### src/logic/hbr_defs.svh
// Constants of the heartbeat supervisor and periodic status reporter.
// Assumes a CAN controller that hands over whole frames on one clock.
// Operation
// - Heartbeat: node FEh, function 1Fh, flag 00h, one data byte 00h.
// - Heartbeat timeout is 100 ms after reset.
// - No heartbeat within the timeout puts outputs to the safe value.
// - Safe mode locks outputs and ignores changes until heartbeats return.
// - Timeout is a 32-bit millisecond count, 10 up to the maximum.
// - Millisecond values travel as four bytes, least significant first.
// - Timeout write 20h/00h is stored, applied at once, echoed with ack.
// - Remote frame 20h with length four returns the timeout with ack.
// - Status is reported unprompted once every reporting period.
// - Period flag selects report: 00h all, 01h outputs, 02h inputs.
// - Only one report type is active at any time.
// - A reporting period of zero stops automatic reports.
// - A nonzero period is a 32-bit millisecond count from 10 up.
// - Period write 21h is stored, applied at once, echoed with ack.
// - Remote frame 21h returns the current period with ack.
// - After reset combined status is reported every second.
`ifndef HBR_DEFS_SVH
`define HBR_DEFS_SVH
`define HBR_FC_HB 8'h1f
`define HBR_FC_TMO 8'h20
`define HBR_FC_PER 8'h21
`define HBR_FC_IO 8'h10
`define HBR_HB_NODE 8'hfe
`define HBR_HB_DATA 8'h00
`define HBR_ADV_ZERO 8'h00
`define HBR_ADV_MAX 8'h02
`define HBR_DLC_ONE 4'h1
`define HBR_DLC_TWO 4'h2
`define HBR_DLC_FOUR 4'h4
`define HBR_TMO_RST 32'h0000_0064
`define HBR_PER_RST 32'h0000_03e8
`define HBR_MS_MIN 32'h0000_000a
`define HBR_MS_NS 32'h000f_4240
`define HBR_CLK_NS 32'h0000_0064
`define HBR_A_OUT 8'h00
`define HBR_A_SAFE 8'h04
`define HBR_A_STAT 8'h08
`define HBR_A_TMO 8'h0c
`define HBR_A_PER 8'h10
`define HBR_NV_TMO 1'b0
`define HBR_NV_PER 1'b1
`endif

### src/logic/hbr_pkg.sv
// Types shared by the heartbeat and reporting logic.
// Assumes frames use the 29-bit extended identifier.
package hbr_pkg;
  typedef struct packed {
    logic [3:0] rsv;
    logic ack;
    logic [7:0] fc;
    logic [7:0] node;
    logic [7:0] adv;
  } hbr_id_t;
  typedef struct packed {
    hbr_id_t id;
    logic rtr;
    logic [3:0] dlc;
    logic [63:0] data;
  } hbr_frame_t;
  typedef enum logic [1:0] {
    HBR_RPT_ALL = 2'h0,
    HBR_RPT_OUT = 2'h1,
    HBR_RPT_IN = 2'h2
  } hbr_rtype_t;
endpackage

### src/logic/hbr_top.sv
// Heartbeat supervisor and periodic status reporter of an I/O node.
// Assumes rx and tx frames come from a CAN controller on mclk_i and
// that node_id_i and din_i are asynchronous pins.
`timescale 1ns/1ps
`default_nettype none
`include "hbr_defs.svh"
module hbr_top
  import hbr_pkg::*;
#(
  parameter int unsigned MS_CYC = `HBR_MS_NS / `HBR_CLK_NS
) (
  input wire logic mclk_i,
  input wire logic rst_n_i,
  input wire logic psel_i,
  input wire logic penable_i,
  input wire logic pwrite_i,
  input wire logic [7:0] paddr_i,
  input wire logic [31:0] pwdata_i,
  output logic [31:0] prdata_o,
  output logic pready_o,
  output logic pslverr_o,
  input wire logic rx_valid_i,
  input wire hbr_frame_t rx_frame_i,
  output logic rx_ready_o,
  output logic tx_valid_o,
  output hbr_frame_t tx_frame_o,
  input wire logic tx_ready_i,
  input wire logic [7:0] node_id_i,
  input wire logic [7:0] din_i,
  output logic [7:0] dout_o,
  output logic safe_o,
  output logic nv_wr_o,
  output logic nv_sel_o,
  output logic [31:0] nv_data_o
);
  localparam logic [15:0] MS_TOP = 16'(MS_CYC - 1);

  function automatic logic known(input logic [7:0] a);
    known = (a == `HBR_A_OUT) || (a == `HBR_A_SAFE) ||
            (a == `HBR_A_STAT) || (a == `HBR_A_TMO) || (a == `HBR_A_PER);
  endfunction

  logic [7:0] node_s1_q, node_q, din_s1_q, input_byte_q;
  logic [7:0] node_s1_d, node_d, din_s1_d, input_byte_d;
  logic [15:0] div_q, div_d;
  logic tick_q, tick_d;
  logic [31:0] hb_cnt_q, hb_cnt_d, rp_cnt_q, rp_cnt_d;
  logic [31:0] tmo_q, tmo_d, per_q, per_d;
  hbr_rtype_t rtype_q, rtype_d;
  logic safe_q, safe_d, pend_q, pend_d;
  logic [7:0] out_req_q, out_req_d, safe_val_q, safe_val_d;
  logic [7:0] dout_q, dout_d;
  logic rep_free_q, rep_free_d;
  hbr_frame_t rep_q, rep_d, tx_q, tx_d;
  logic tx_v_q, tx_v_d;
  logic nv_wr_q, nv_wr_d, nv_sel_q, nv_sel_d;
  logic [31:0] nv_data_q, nv_data_d;
  logic [31:0] prdata_q, prdata_d;
  logic pready_q, pready_d, pslverr_q, pslverr_d;
  logic take, hb, mine, tmo_wr, tmo_rd, per_wr, per_rd, apb_wr;
  logic [31:0] val;
  hbr_id_t rid;

  always_comb begin
    rid = rx_frame_i.id;
    val = rx_frame_i.data[31:0];
    take = rx_valid_i && rep_free_q;
    hb = take && rid.fc == `HBR_FC_HB && rid.node == `HBR_HB_NODE &&
         rid.adv == `HBR_ADV_ZERO && !rx_frame_i.rtr && !rid.ack &&
         rx_frame_i.dlc == `HBR_DLC_ONE &&
         rx_frame_i.data[7:0] == `HBR_HB_DATA;
    mine = take && rid.node == node_q && !rid.ack;
    tmo_wr = mine && rid.fc == `HBR_FC_TMO && rid.adv == `HBR_ADV_ZERO &&
             !rx_frame_i.rtr && rx_frame_i.dlc == `HBR_DLC_FOUR &&
             val >= `HBR_MS_MIN;
    tmo_rd = mine && rid.fc == `HBR_FC_TMO && rx_frame_i.rtr &&
             rx_frame_i.dlc == `HBR_DLC_FOUR;
    per_wr = mine && rid.fc == `HBR_FC_PER && rid.adv <= `HBR_ADV_MAX &&
             !rx_frame_i.rtr && rx_frame_i.dlc == `HBR_DLC_FOUR &&
             (val == 32'h0 || val >= `HBR_MS_MIN);
    per_rd = mine && rid.fc == `HBR_FC_PER && rid.adv <= `HBR_ADV_MAX &&
             rx_frame_i.rtr && rx_frame_i.dlc == `HBR_DLC_FOUR;
    apb_wr = psel_i && penable_i && pready_q && pwrite_i;

    node_s1_d = node_id_i;
    node_d = node_s1_q;
    din_s1_d = din_i;
    input_byte_d = din_s1_q;

    // The millisecond tick is a free-running divider of the system clock.
    tick_d = (div_q == MS_TOP);
    div_d = tick_d ? 16'h0 : div_q + 16'h1;

    tmo_d = tmo_q;
    per_d = per_q;
    rtype_d = rtype_q;
    if (tmo_wr) begin
      tmo_d = val;
    end
    if (per_wr) begin
      per_d = val;
      rtype_d = hbr_rtype_t'(rid.adv[1:0]);
    end

    // A heartbeat in the cycle of expiry wins, so the node stays live.
    hb_cnt_d = hb_cnt_q;
    safe_d = safe_q;
    if (hb || tmo_wr) begin
      hb_cnt_d = 32'h0;
    end else if (tick_q && !safe_q) begin
      if (hb_cnt_q >= tmo_q - 32'h1) begin
        safe_d = 1'b1;
      end else begin
        hb_cnt_d = hb_cnt_q + 32'h1;
      end
    end
    if (hb) begin
      safe_d = 1'b0;
    end

    rp_cnt_d = rp_cnt_q;
    pend_d = pend_q;
    if (per_wr) begin
      rp_cnt_d = 32'h0;
    end else if (tick_q && per_q != 32'h0) begin
      if (rp_cnt_q >= per_q - 32'h1) begin
        rp_cnt_d = 32'h0;
      end else begin
        rp_cnt_d = rp_cnt_q + 32'h1;
      end
    end

    out_req_d = out_req_q;
    safe_val_d = safe_val_q;
    if (apb_wr && paddr_i == `HBR_A_OUT && !safe_q) begin
      out_req_d = pwdata_i[7:0];
    end
    if (apb_wr && paddr_i == `HBR_A_SAFE) begin
      safe_val_d = pwdata_i[7:0];
    end
    dout_d = safe_q ? safe_val_q : out_req_q;

    rep_d = rep_q;
    rep_free_d = rep_free_q;
    if (tmo_wr || tmo_rd || per_wr || per_rd) begin
      rep_d.id = rid;
      rep_d.id.ack = 1'b1;
      rep_d.rtr = 1'b0;
      rep_d.dlc = `HBR_DLC_FOUR;
      rep_d.data = {32'h0, tmo_rd ? tmo_q : per_rd ? per_q : val};
      rep_free_d = 1'b0;
    end

    tx_d = tx_q;
    tx_v_d = tx_v_q;
    if (tx_v_q && tx_ready_i) begin
      tx_v_d = 1'b0;
    end
    // Replies go first; a report waits behind them rather than being lost.
    if (!tx_v_q || tx_ready_i) begin
      if (!rep_free_q) begin
        tx_d = rep_q;
        tx_v_d = 1'b1;
        rep_free_d = 1'b1;
      end else if (pend_q) begin
        tx_v_d = 1'b1;
        pend_d = 1'b0;
        tx_d.id = '{rsv: 4'h0, ack: 1'b1, fc: `HBR_FC_IO, node: node_q,
                    adv: {6'h0, rtype_q}};
        tx_d.rtr = 1'b0;
        tx_d.data = 64'h0;
        unique case (rtype_q)
          HBR_RPT_ALL: begin
            tx_d.dlc = `HBR_DLC_TWO;
            tx_d.data[15:0] = {input_byte_q, dout_q};
          end
          HBR_RPT_OUT: begin
            tx_d.dlc = `HBR_DLC_ONE;
            tx_d.data[7:0] = dout_q;
          end
          HBR_RPT_IN: begin
            tx_d.dlc = `HBR_DLC_ONE;
            tx_d.data[7:0] = input_byte_q;
          end
          default: begin
            tx_d.dlc = `HBR_DLC_ONE;
          end
        endcase
      end
    end
    // A report that falls due while the last one is taken is kept.
    if (!per_wr && tick_q && per_q != 32'h0 &&
        rp_cnt_q >= per_q - 32'h1) begin
      pend_d = 1'b1;
    end

    nv_wr_d = tmo_wr || per_wr;
    nv_sel_d = per_wr ? `HBR_NV_PER : `HBR_NV_TMO;
    nv_data_d = (tmo_wr || per_wr) ? val : nv_data_q;

    // One wait state keeps every bus output on a flip-flop.
    pready_d = psel_i && penable_i && !pready_q;
    pslverr_d = pready_d && !known(paddr_i);
    prdata_d = 32'h0;
    if (pready_d && !pwrite_i) begin
      unique case (paddr_i)
        `HBR_A_OUT: prdata_d = {24'h0, out_req_q};
        `HBR_A_SAFE: prdata_d = {24'h0, safe_val_q};
        `HBR_A_STAT: prdata_d = {8'h0, dout_q, input_byte_q, 5'h0,
                                 rtype_q, safe_q};
        `HBR_A_TMO: prdata_d = tmo_q;
        `HBR_A_PER: prdata_d = per_q;
        default: prdata_d = 32'h0;
      endcase
    end
  end

  always_ff @(posedge mclk_i) begin
    if (!rst_n_i) begin
      node_s1_q <= 8'h0;
      node_q <= 8'h0;
      din_s1_q <= 8'h0;
      input_byte_q <= 8'h0;
      div_q <= 16'h0;
      tick_q <= 1'b0;
      hb_cnt_q <= 32'h0;
      rp_cnt_q <= 32'h0;
      tmo_q <= `HBR_TMO_RST;
      per_q <= `HBR_PER_RST;
      rtype_q <= HBR_RPT_ALL;
      safe_q <= 1'b0;
      pend_q <= 1'b0;
      out_req_q <= 8'h0;
      safe_val_q <= 8'h0;
      dout_q <= 8'h0;
      rep_free_q <= 1'b1;
      rep_q <= '0;
      tx_q <= '0;
      tx_v_q <= 1'b0;
      nv_wr_q <= 1'b0;
      nv_sel_q <= 1'b0;
      nv_data_q <= 32'h0;
      prdata_q <= 32'h0;
      pready_q <= 1'b0;
      pslverr_q <= 1'b0;
    end else begin
      node_s1_q <= node_s1_d;
      node_q <= node_d;
      din_s1_q <= din_s1_d;
      input_byte_q <= input_byte_d;
      div_q <= div_d;
      tick_q <= tick_d;
      hb_cnt_q <= hb_cnt_d;
      rp_cnt_q <= rp_cnt_d;
      tmo_q <= tmo_d;
      per_q <= per_d;
      rtype_q <= rtype_d;
      safe_q <= safe_d;
      pend_q <= pend_d;
      out_req_q <= out_req_d;
      safe_val_q <= safe_val_d;
      dout_q <= dout_d;
      rep_free_q <= rep_free_d;
      rep_q <= rep_d;
      tx_q <= tx_d;
      tx_v_q <= tx_v_d;
      nv_wr_q <= nv_wr_d;
      nv_sel_q <= nv_sel_d;
      nv_data_q <= nv_data_d;
      prdata_q <= prdata_d;
      pready_q <= pready_d;
      pslverr_q <= pslverr_d;
    end
  end

  assign prdata_o = prdata_q;
  assign pready_o = pready_q;
  assign pslverr_o = pslverr_q;
  assign rx_ready_o = rep_free_q;
  assign tx_valid_o = tx_v_q;
  assign tx_frame_o = tx_q;
  assign dout_o = dout_q;
  assign safe_o = safe_q;
  assign nv_wr_o = nv_wr_q;
  assign nv_sel_o = nv_sel_q;
  assign nv_data_o = nv_data_q;
endmodule // hbr_top
`default_nettype wire

### config.mk
export PLATFORM = sky130hd
export DESIGN_NAME = hbr_top
export DESIGN_NICKNAME = d
export VERILOG_FILES = /design/src/logic/hbr_pkg.sv /design/src/logic/hbr_top.sv
export VERILOG_INCLUDE_DIRS = /design/src /design/src/logic
export SDC_FILE = /design/constraint.sdc
export NUM_CORES = 1
export LEC_CHECK = 0
export BUFFER_PORTS_ARGS = -buffer_cell sky130_fd_sc_hd__buf_2
export CAP_MARGIN = 20
export CORE_UTILIZATION = 56
export CTS_CLUSTER_SIZE = 24
export DETAILED_ROUTE_END_ITERATION = 7
export GPL_ROUTABILITY_DRIVEN = 0
export PLACE_DENSITY_LB_ADDON = 0.15
export SLEW_MARGIN = 15
export SYNTH_ARGS = -nofsm -noshare
export SYNTH_HDL_FRONTEND = slang
export SYNTH_SLANG_ARGS = --single-unit
### constraint.sdc
create_clock -name mclk_i -period 6.1 [get_ports mclk_i]
set_input_delay 0.915 -clock mclk_i [delete_from_list [all_inputs] [get_ports mclk_i]]
set_output_delay 0.915 -clock mclk_i [all_outputs]
set_load 0.01 [all_outputs]
==> implementation parameters, run 1 <==
Parameter                              Value

Outcome
  Outcome ... completed

Floorplanning
  Width of the chip ... ~180 µm
  Die H ... between 150 and 200 µm
  Number of standard-cell rows in the floorplan ... 66
  Number of top-level pins ... about 340
  Full die area ... 34200 µm²
  Initial Util ... 57.2%
  Floorplan Core Area ... 32700 µm²

CTS
  Insertion delay of the later-clocked pin in the worst-skew pair ... 570 ps
  Post-cts sizing count ... 0
  Post-CTS repair timing setup buffer count ... 0
  Clock Sink Count ... 400
  CTS tree ... built
  Number of buffers inserted by hold repair at cts ... 0
  Deepest clock path buffer count ... 3
  CTS Buf Count ... 41
  Clock-pin transition on the worst setup and hold timing paths ... 60 ps
  Root buffer selected by CTS ... clkbuf_16
  H-tree Lvls ... 2

Global routing
  Global-route wire length before repair ... 86200 µm
  Number of antenna violations at the first check in global routing ... 2
  Total global routing overflow ... 0
  Maximum number of pins on one net before global-route repair ... 86
  Overall Global Routing Usage ... 32.0%
  Number of global-route vias before repair ... 16000

STA
  Worst hold slack across all endpoints ... roughly 430 ps
  Setup-failing EPs final ... 0
  Setup repair after global routing missed its margin ... false
  Measured slew at the worst slew-check pin ... 1150 ps
  Worst setup skew after layout ... 31.9 ps
  Final cycle utilization of the critical path ... 83.4%
  Pins Over Slew Limit ... 0
  Number of failing hold endpoints at the final stage ... 0
  Setup Total Neg Slack ... 0 ps
  Max Clk Rate ... 197 MHz
  Post-route setup slack ... 1010 ps
  Slew headroom ... a little under a quarter
  Shortest clock period the worst path allows after layout ... 5090 ps

Worst setup path
  Reg2reg path depth ... 16
  Worst R2R Start ... tmo_q[2]
  Critical path startpoint category ... flip-flop
  Slowest stage cell, crit path ... a21oi_1
  Worst-case register-to-register setup slack ... about 1000 ps
  Kind of end point of the critical path ... flip-flop
  Critical path, cell by cell ... nor4_1, nand2_1, or4b_4, nor2b_2, nand2_1, nor3_1, xnor2_1, ha_1, a21oi_1, nand2_1, a21oi_1, nand4_1, a21oi_1, buf_4, mux2i_1, nor2_1
  Worst Setup Path Type ... reg -> reg
  Worst setup path startpoint ... tmo_q[2]
  Critical path peak fanout ... 11
  Crit path DAT ... 5510 ps
  Worst Setup EP ... hb_cnt_q[1]
  Required time at the worst-slack endpoint ... around 6500 ps
  R2R Path End ... hb_cnt_q[1]
  Slowest stage delay, CP ... ~720 ps

Drt
  DRC marker count from the first detailed-route iteration ... 1558
  Final ANT Viol Nets ... 0
  Total detailed-routing wirelength ... 55100 µm
  Length of the first detailed-routing pass in iterations ... 6
  Remaining DRCs ... 0
  Routed wirelength normalized by instance count ... around 19 µm
  Via count ... 17000
  Mean number of vias per cell ... between 5 and 6

Place
  Total instance count after detailed placement ... 2808
  HPWL after DPL ... 39500 µm
  Number of buffers added on ports ... 247
  Worst setup slack after placement ... approximately 1200 ps

Job
  Number of max-cap violations ... 0

Finish
  Commonest cells after routing, fill and taps aside ... dfxtp_1, nand2_1, buf_2, nor2_1, a21oi_1
  Share of post-route cells with drive strength above 1 ... 15.9%
  Antenna cell count ... 0
  Most frequent standard cell in the layout excluding fill and tap cells ... dfxtp_1
  Layout-stage area growth over the synthesis result ... 14.2%
  Post-Layout Cell Count ... approximately 2900
  Nets@finish ... between 2000 and 3000

Yosys
  Warning count from the yosys run ... 0
  Area of the mapped netlist ... 18700 µm²
  Mapped Cells ... between 2000 and 2500
  Main synth FF type ... dfxtp_1
  Sequential element share of the synthesized area ... a little over two fifths
  Number of unique standard cell types used by synthesis ... 69
  Async S/R FF share, synth ... 0%
  Seq cells post-synth ... 400
  Per-instance average area after synthesis ... 8.36 µm²
  Number of enable-type register cells in the synthesized netlist ... 0

Power
  Post-layout power ... 5.30 mW
  Pwr dens ... 248 nW/µm²
  Max VDD drop ... between 200 and 300 µV
  Leakage power summed over all cells ... about 8.5 nW

Hold path
  Hold Path Class ... reg -> reg
[layout make-up]
| cell class | count | area, µm² |
|---|---|---|
| clock buffer | 56 | 1170 |
| clock inverter | 15 | 164 |
| fill | 2817 | 11300 |
| inverter | 30 | 118 |
| multi-input combinational | 1667 | 9940 |
| sequential | 400 | 8010 |
| tap | 442 | 553 |
| timing repair buffer | 271 | 1420 |
[state kept, by name, indices dropped and copies added (netlist names), 16 cells and up]
name        cells
tx_frame_o     64
rep_q          61
hb_cnt_q       32
nv_data_o      32
per_q          32
prdata_o       32
rp_cnt_q       32
tmo_q          32
div_q          16
[power by group]
| part | internal [mW] | total, mW | switching [mW] |
|---|---|---|---|
| clock | 1.40 | 2.49 | 1.09 |
| sequential | 2.62 | 2.63 | 0.00734 |
| combinational | 0.0543 | 0.178 | 0.124 |
[cells in the mapped netlist (18+ instances only)]
cell type  number  share of area, %
a211oi_1       18              0.72
a21oi_1       168               4.5
a22oi_1        58               2.3
and2_1         42               1.4
and3_1         26              0.87
buf_4          36               1.4
clkbuf_1      117               2.3
dfxtp_1       400                43
ha_1           70               4.7
inv_1          27              0.54
mux2_2         24               1.4
mux2i_1        67               3.6
nand2_1       345               6.9
nand3_1        77               2.1
nand4_1        38               1.3
nor2_1        243               4.9
nor3_1         56               1.5
nor4_1         27              0.90
o21ai_0        57               1.5
o21ai_1        35              0.94
xnor2_1        82               3.8
xor2_1         42               2.0
[how the worst min path moves through the flow]
stage | from | to | slack (ps) | depth (start not counted)
2_1_floorplan | din_s1_q[0] | input_byte_q[0] | 410 | 1
3_3_place_gp | node_d[5] | node_q[5] | 420 | 1
3_5_place_dp | din_s1_q[2] | input_byte_q[2] | 420 | 1
4_1_cts | din_s1_q[2] | input_byte_q[2] | 430 | 1
5_1_grt | din_s1_q[6] | input_byte_q[6] | 450 | 1
6_report | din_s1_q[2] | input_byte_q[2] | 430 | 1
[critical path, delay by kind of cell, from the launching register on]
family | cells | cell delay [ps]
simple gates | 9 | 2470
flops | 1 | 410
mux | 1 | 190
buf+inv | 1 | 280
xor+xnor | 1 | 150
compound gates | 3 | 1160
fa+ha+maj | 1 | 270
[logic make-up after synthesis]
family,Yosys count,synth area share (%)
and+or+nand+nor,947,23.7
adders and majority gates,70,4.68
DFF,400,42.8
AOI/OAI and AO/OA,401,12.9
buffers and inverters,204,5.01
xor gates and xnor gates,124,5.80
muxes,91,5.03
other,1,0.0200
[stage by stage]
step / cell area, µm² / util [%]
global route: 21400 / 65.4
global placement: 20000 / 61.2
detailed placement: 20000 / 61.2
finish: 21400 / 65.4
CTS: 21400 / 65.3
floorplan: 18800 / -
[routing by layer]
| layer | wire, µm | track usage (%) | vias to the layer above |
|---|---|---|---|
| met5 | 23 | 0 | - |
| li1 | - | - | 8052 |
| met2 | 25200 | 51.5 | 742 |
| met3 | 4340 | 6.51 | 166 |
| met1 | 22900 | 40.9 | 8010 |
| met4 | 2560 | 15.0 | 4 |
Note: power is estimated with default switching activity, not from simulation.
==> inputs of run 2 (changes only) <==
==> constraint.sdc (replaced) <==
create_clock -name mclk_i -period 4.91 [get_ports mclk_i]
set_input_delay 0.7365 -clock mclk_i [delete_from_list [all_inputs] [get_ports mclk_i]]
set_output_delay 0.7365 -clock mclk_i [all_outputs]
set_load 0.01 [all_outputs]
==> implementation parameters, run 2 (synthesis results as in run 1) <==
Parameter                              Value

CTS
  Clock-pin transition on the worst setup and hold timing paths ... roughly 60 ps
  CTS tree ... built
  Clock Sink Count ... 400
  CTS Buf Count ... 43
  Root buffer selected by CTS ... clkbuf_16
  Post-cts sizing count ... 0
  Insertion delay of the later-clocked pin in the worst-skew pair ... 570 ps
  Number of buffers inserted by hold repair at cts ... 0
  H-tree Lvls ... 2
  Post-CTS repair timing setup buffer count ... 0
  Deepest clock path buffer count ... 3

Hold path
  Hold Path Cell Cnt ... 2
  Hold path startpoint ... din_i[3]
  WHS Endpoint ... din_s1_q[3]
  Hold Path Class ... in -> reg

Global routing
  Global-route wire length before repair ... 85300 µm
  Number of global-route vias before repair ... approximately 16000
  Overall Global Routing Usage ... about a third
  Total global routing overflow ... 0
  Maximum number of pins on one net before global-route repair ... 85
  Number of antenna violations at the first check in global routing ... 2

Floorplanning
  Initial Util ... between 50% and 60%
  Floorplan Core Area ... 32700 µm²
  Die H ... 185 µm
  Number of top-level pins ... 338
  Width of the chip ... 185 µm
  Full die area ... 34200 µm²
  Number of standard-cell rows in the floorplan ... 66

Power
  Pwr dens ... about 320 nW/µm²
  Switching pwr ... roughly 1.5 mW
  Clk pwr share ... 49.1%
  Fraction of power consumed by combinational cells ... roughly 3.3%
  Max VDD drop ... 263 µV
  Leakage power summed over all cells ... between 8 and 9 nW
  Design internal power ... 5.34 mW
  Sw Ratio ... 22.2%
  Share of total power in sequential cells ... a little under half
  Post-layout power ... 6.87 mW

Drt
  Mean number of vias per cell ... 5.90
  Remaining DRCs ... 0
  Final ANT Viol Nets ... 0
  Routed wirelength normalized by instance count ... between 15 and 20 µm
  Length of the first detailed-routing pass in iterations ... 5
  Via count ... approximately 17000
  Total detailed-routing wirelength ... about 55000 µm
  DRC marker count from the first detailed-route iteration ... 1898

Worst setup path
  Reg2reg path depth ... 15
  Critical path startpoint category ... flip-flop
  Worst-case register-to-register setup slack ... 320 ps
  Critical path peak fanout ... 13
  Worst R2R Start ... tmo_q[6]
  Worst Setup Path Type ... reg -> reg
  Required time at the worst-slack endpoint ... 5350 ps
  Crit path DAT ... just over 5000 ps
  R2R Path End ... hb_cnt_q[21]
  Kind of end point of the critical path ... flip-flop

Outcome
  Outcome ... completed

STA
  Worst hold slack across all endpoints ... 378 ps
  Slew headroom ... a little under a third
  Number of failing hold endpoints at the final stage ... 0
  Pins Over Slew Limit ... 0
  Setup Total Neg Slack ... 0 ps
  Worst setup skew after layout ... approximately 23 ps
  Setup-failing EPs final ... 0
  Max Clk Rate ... 218 MHz
  Measured slew at the worst slew-check pin ... 1030 ps
  Setup repair after global routing missed its margin ... false
  Final cycle utilization of the critical path ... 93.4%
  Shortest clock period the worst path allows after layout ... 4590 ps

Finish
  Fillers ... 2753
  Share of post-route cells with drive strength above 1 ... roughly 17%
  Commonest cells after routing, fill and taps aside ... dfxtp_1, nand2_1, buf_2, nor2_1, a21oi_1
  Most frequent standard cell in the layout excluding fill and tap cells ... dfxtp_1
  Final std cell area, no fill ... approximately 22000 µm²
  Max FFs per register ... 64
  Fin util ... 66.1%
  Layout-stage area growth over the synthesis result ... 15.5%
  Nets@finish ... ~2700

Place
  Post-Place Cell Area ... 20100 µm²
  HPWL after DPL ... 39700 µm
  Number of buffers added on ports ... ~250

Job
  Number of max-cap violations ... 0
-- run 2: cell count changes in the layout (fill, tap and decap cells not counted), sizes merged --
cell / previous run / this run
buf: 271 / 279
bufinv: 1 / 4
clkbuf: 56 / 61
clkinv: 12 / 10
clkinvlp: 2 / 3
diode: 0 / 2
-- run 2: per-layer routing --
metal  part of all wire [%]  up-vias  global-route usage [%]
met4                    4.8        2                    15.4
li1                       -     8093                       -
met1                     42     8053                    41.8
met3                    8.7      165                    6.33
met5                  0.015        -                       0
met2                     45      784                    49.8
-- run 2: per-stage QoR --
step | instances | worst slack [ps]
6_report | 2898 | 322
5_1_grt | 2896 | 49.2
4_1_cts | 2895 | 263
3_5_place_dp | 2817 | 289
3_3_place_gp | 2817 | 398
2_1_floorplan | 2271 | 635
-- run 2: worst max-delay path, stage by stage, from the launching register on --
cell and delay [ps]:
dfxtp_1 380, or4_1 620, and4bb_2 370, nand2_1 90
nor2_1 160, nand3_1 210, nor4_1 380, xnor2_1 130
ha_1 310, nand4_1 140, nor4_1 450, nor4b_2 320
buf_4 250, a21oi_1 170, nand4_1 140, mux2_2 350
-- run 2: power by group through the flow --
| stage | Clock, mW | Sequential, mW | Combinational [mW] |
|---|---|---|---|
| after floorplan | 0 | 3.34 | 0.123 |
| after global placement | 0 | 3.34 | 0.217 |
| after detailed placement | 0 | 3.34 | 0.220 |
| after CTS | 3.41 | 3.27 | 0.220 |
| after global routing | 3.55 | 3.27 | 0.240 |
| final | 3.37 | 3.27 | 0.224 |
-- run 2: final cells by class --
cell class | instances | area [µm²] | share of cell area [%]
sequential | 400 | 8010 | 37.0
antenna | 2 | 5.00 | 0.0231
inverter | 30 | 118 | 0.544
timing repair buffer | 279 | 1490 | 6.89
multi-input combinational | 1667 | 9950 | 46.0
clock inverter | 17 | 236 | 1.09
tap | 442 | 553 | 2.56
clock buffer | 61 | 1260 | 5.84
-- run 2: worst max path at each step --
| stage | start | to | depth (start not counted) | slack (ps) |
|---|---|---|---|---|
| floorplan | tmo_q[2] | hb_cnt_q[7] | 16 | 630 |
| global placement | tmo_q[3] | hb_cnt_q[21] | 15 | 400 |
| detailed placement | tmo_q[3] | hb_cnt_q[21] | 15 | 290 |
| CTS | tmo_q[3] | hb_cnt_q[21] | 15 | 260 |
| global route | tmo_q[6] | hb_cnt_q[9] | 16 | 50 |
| finish | tmo_q[6] | hb_cnt_q[21] | 15 | 320 |
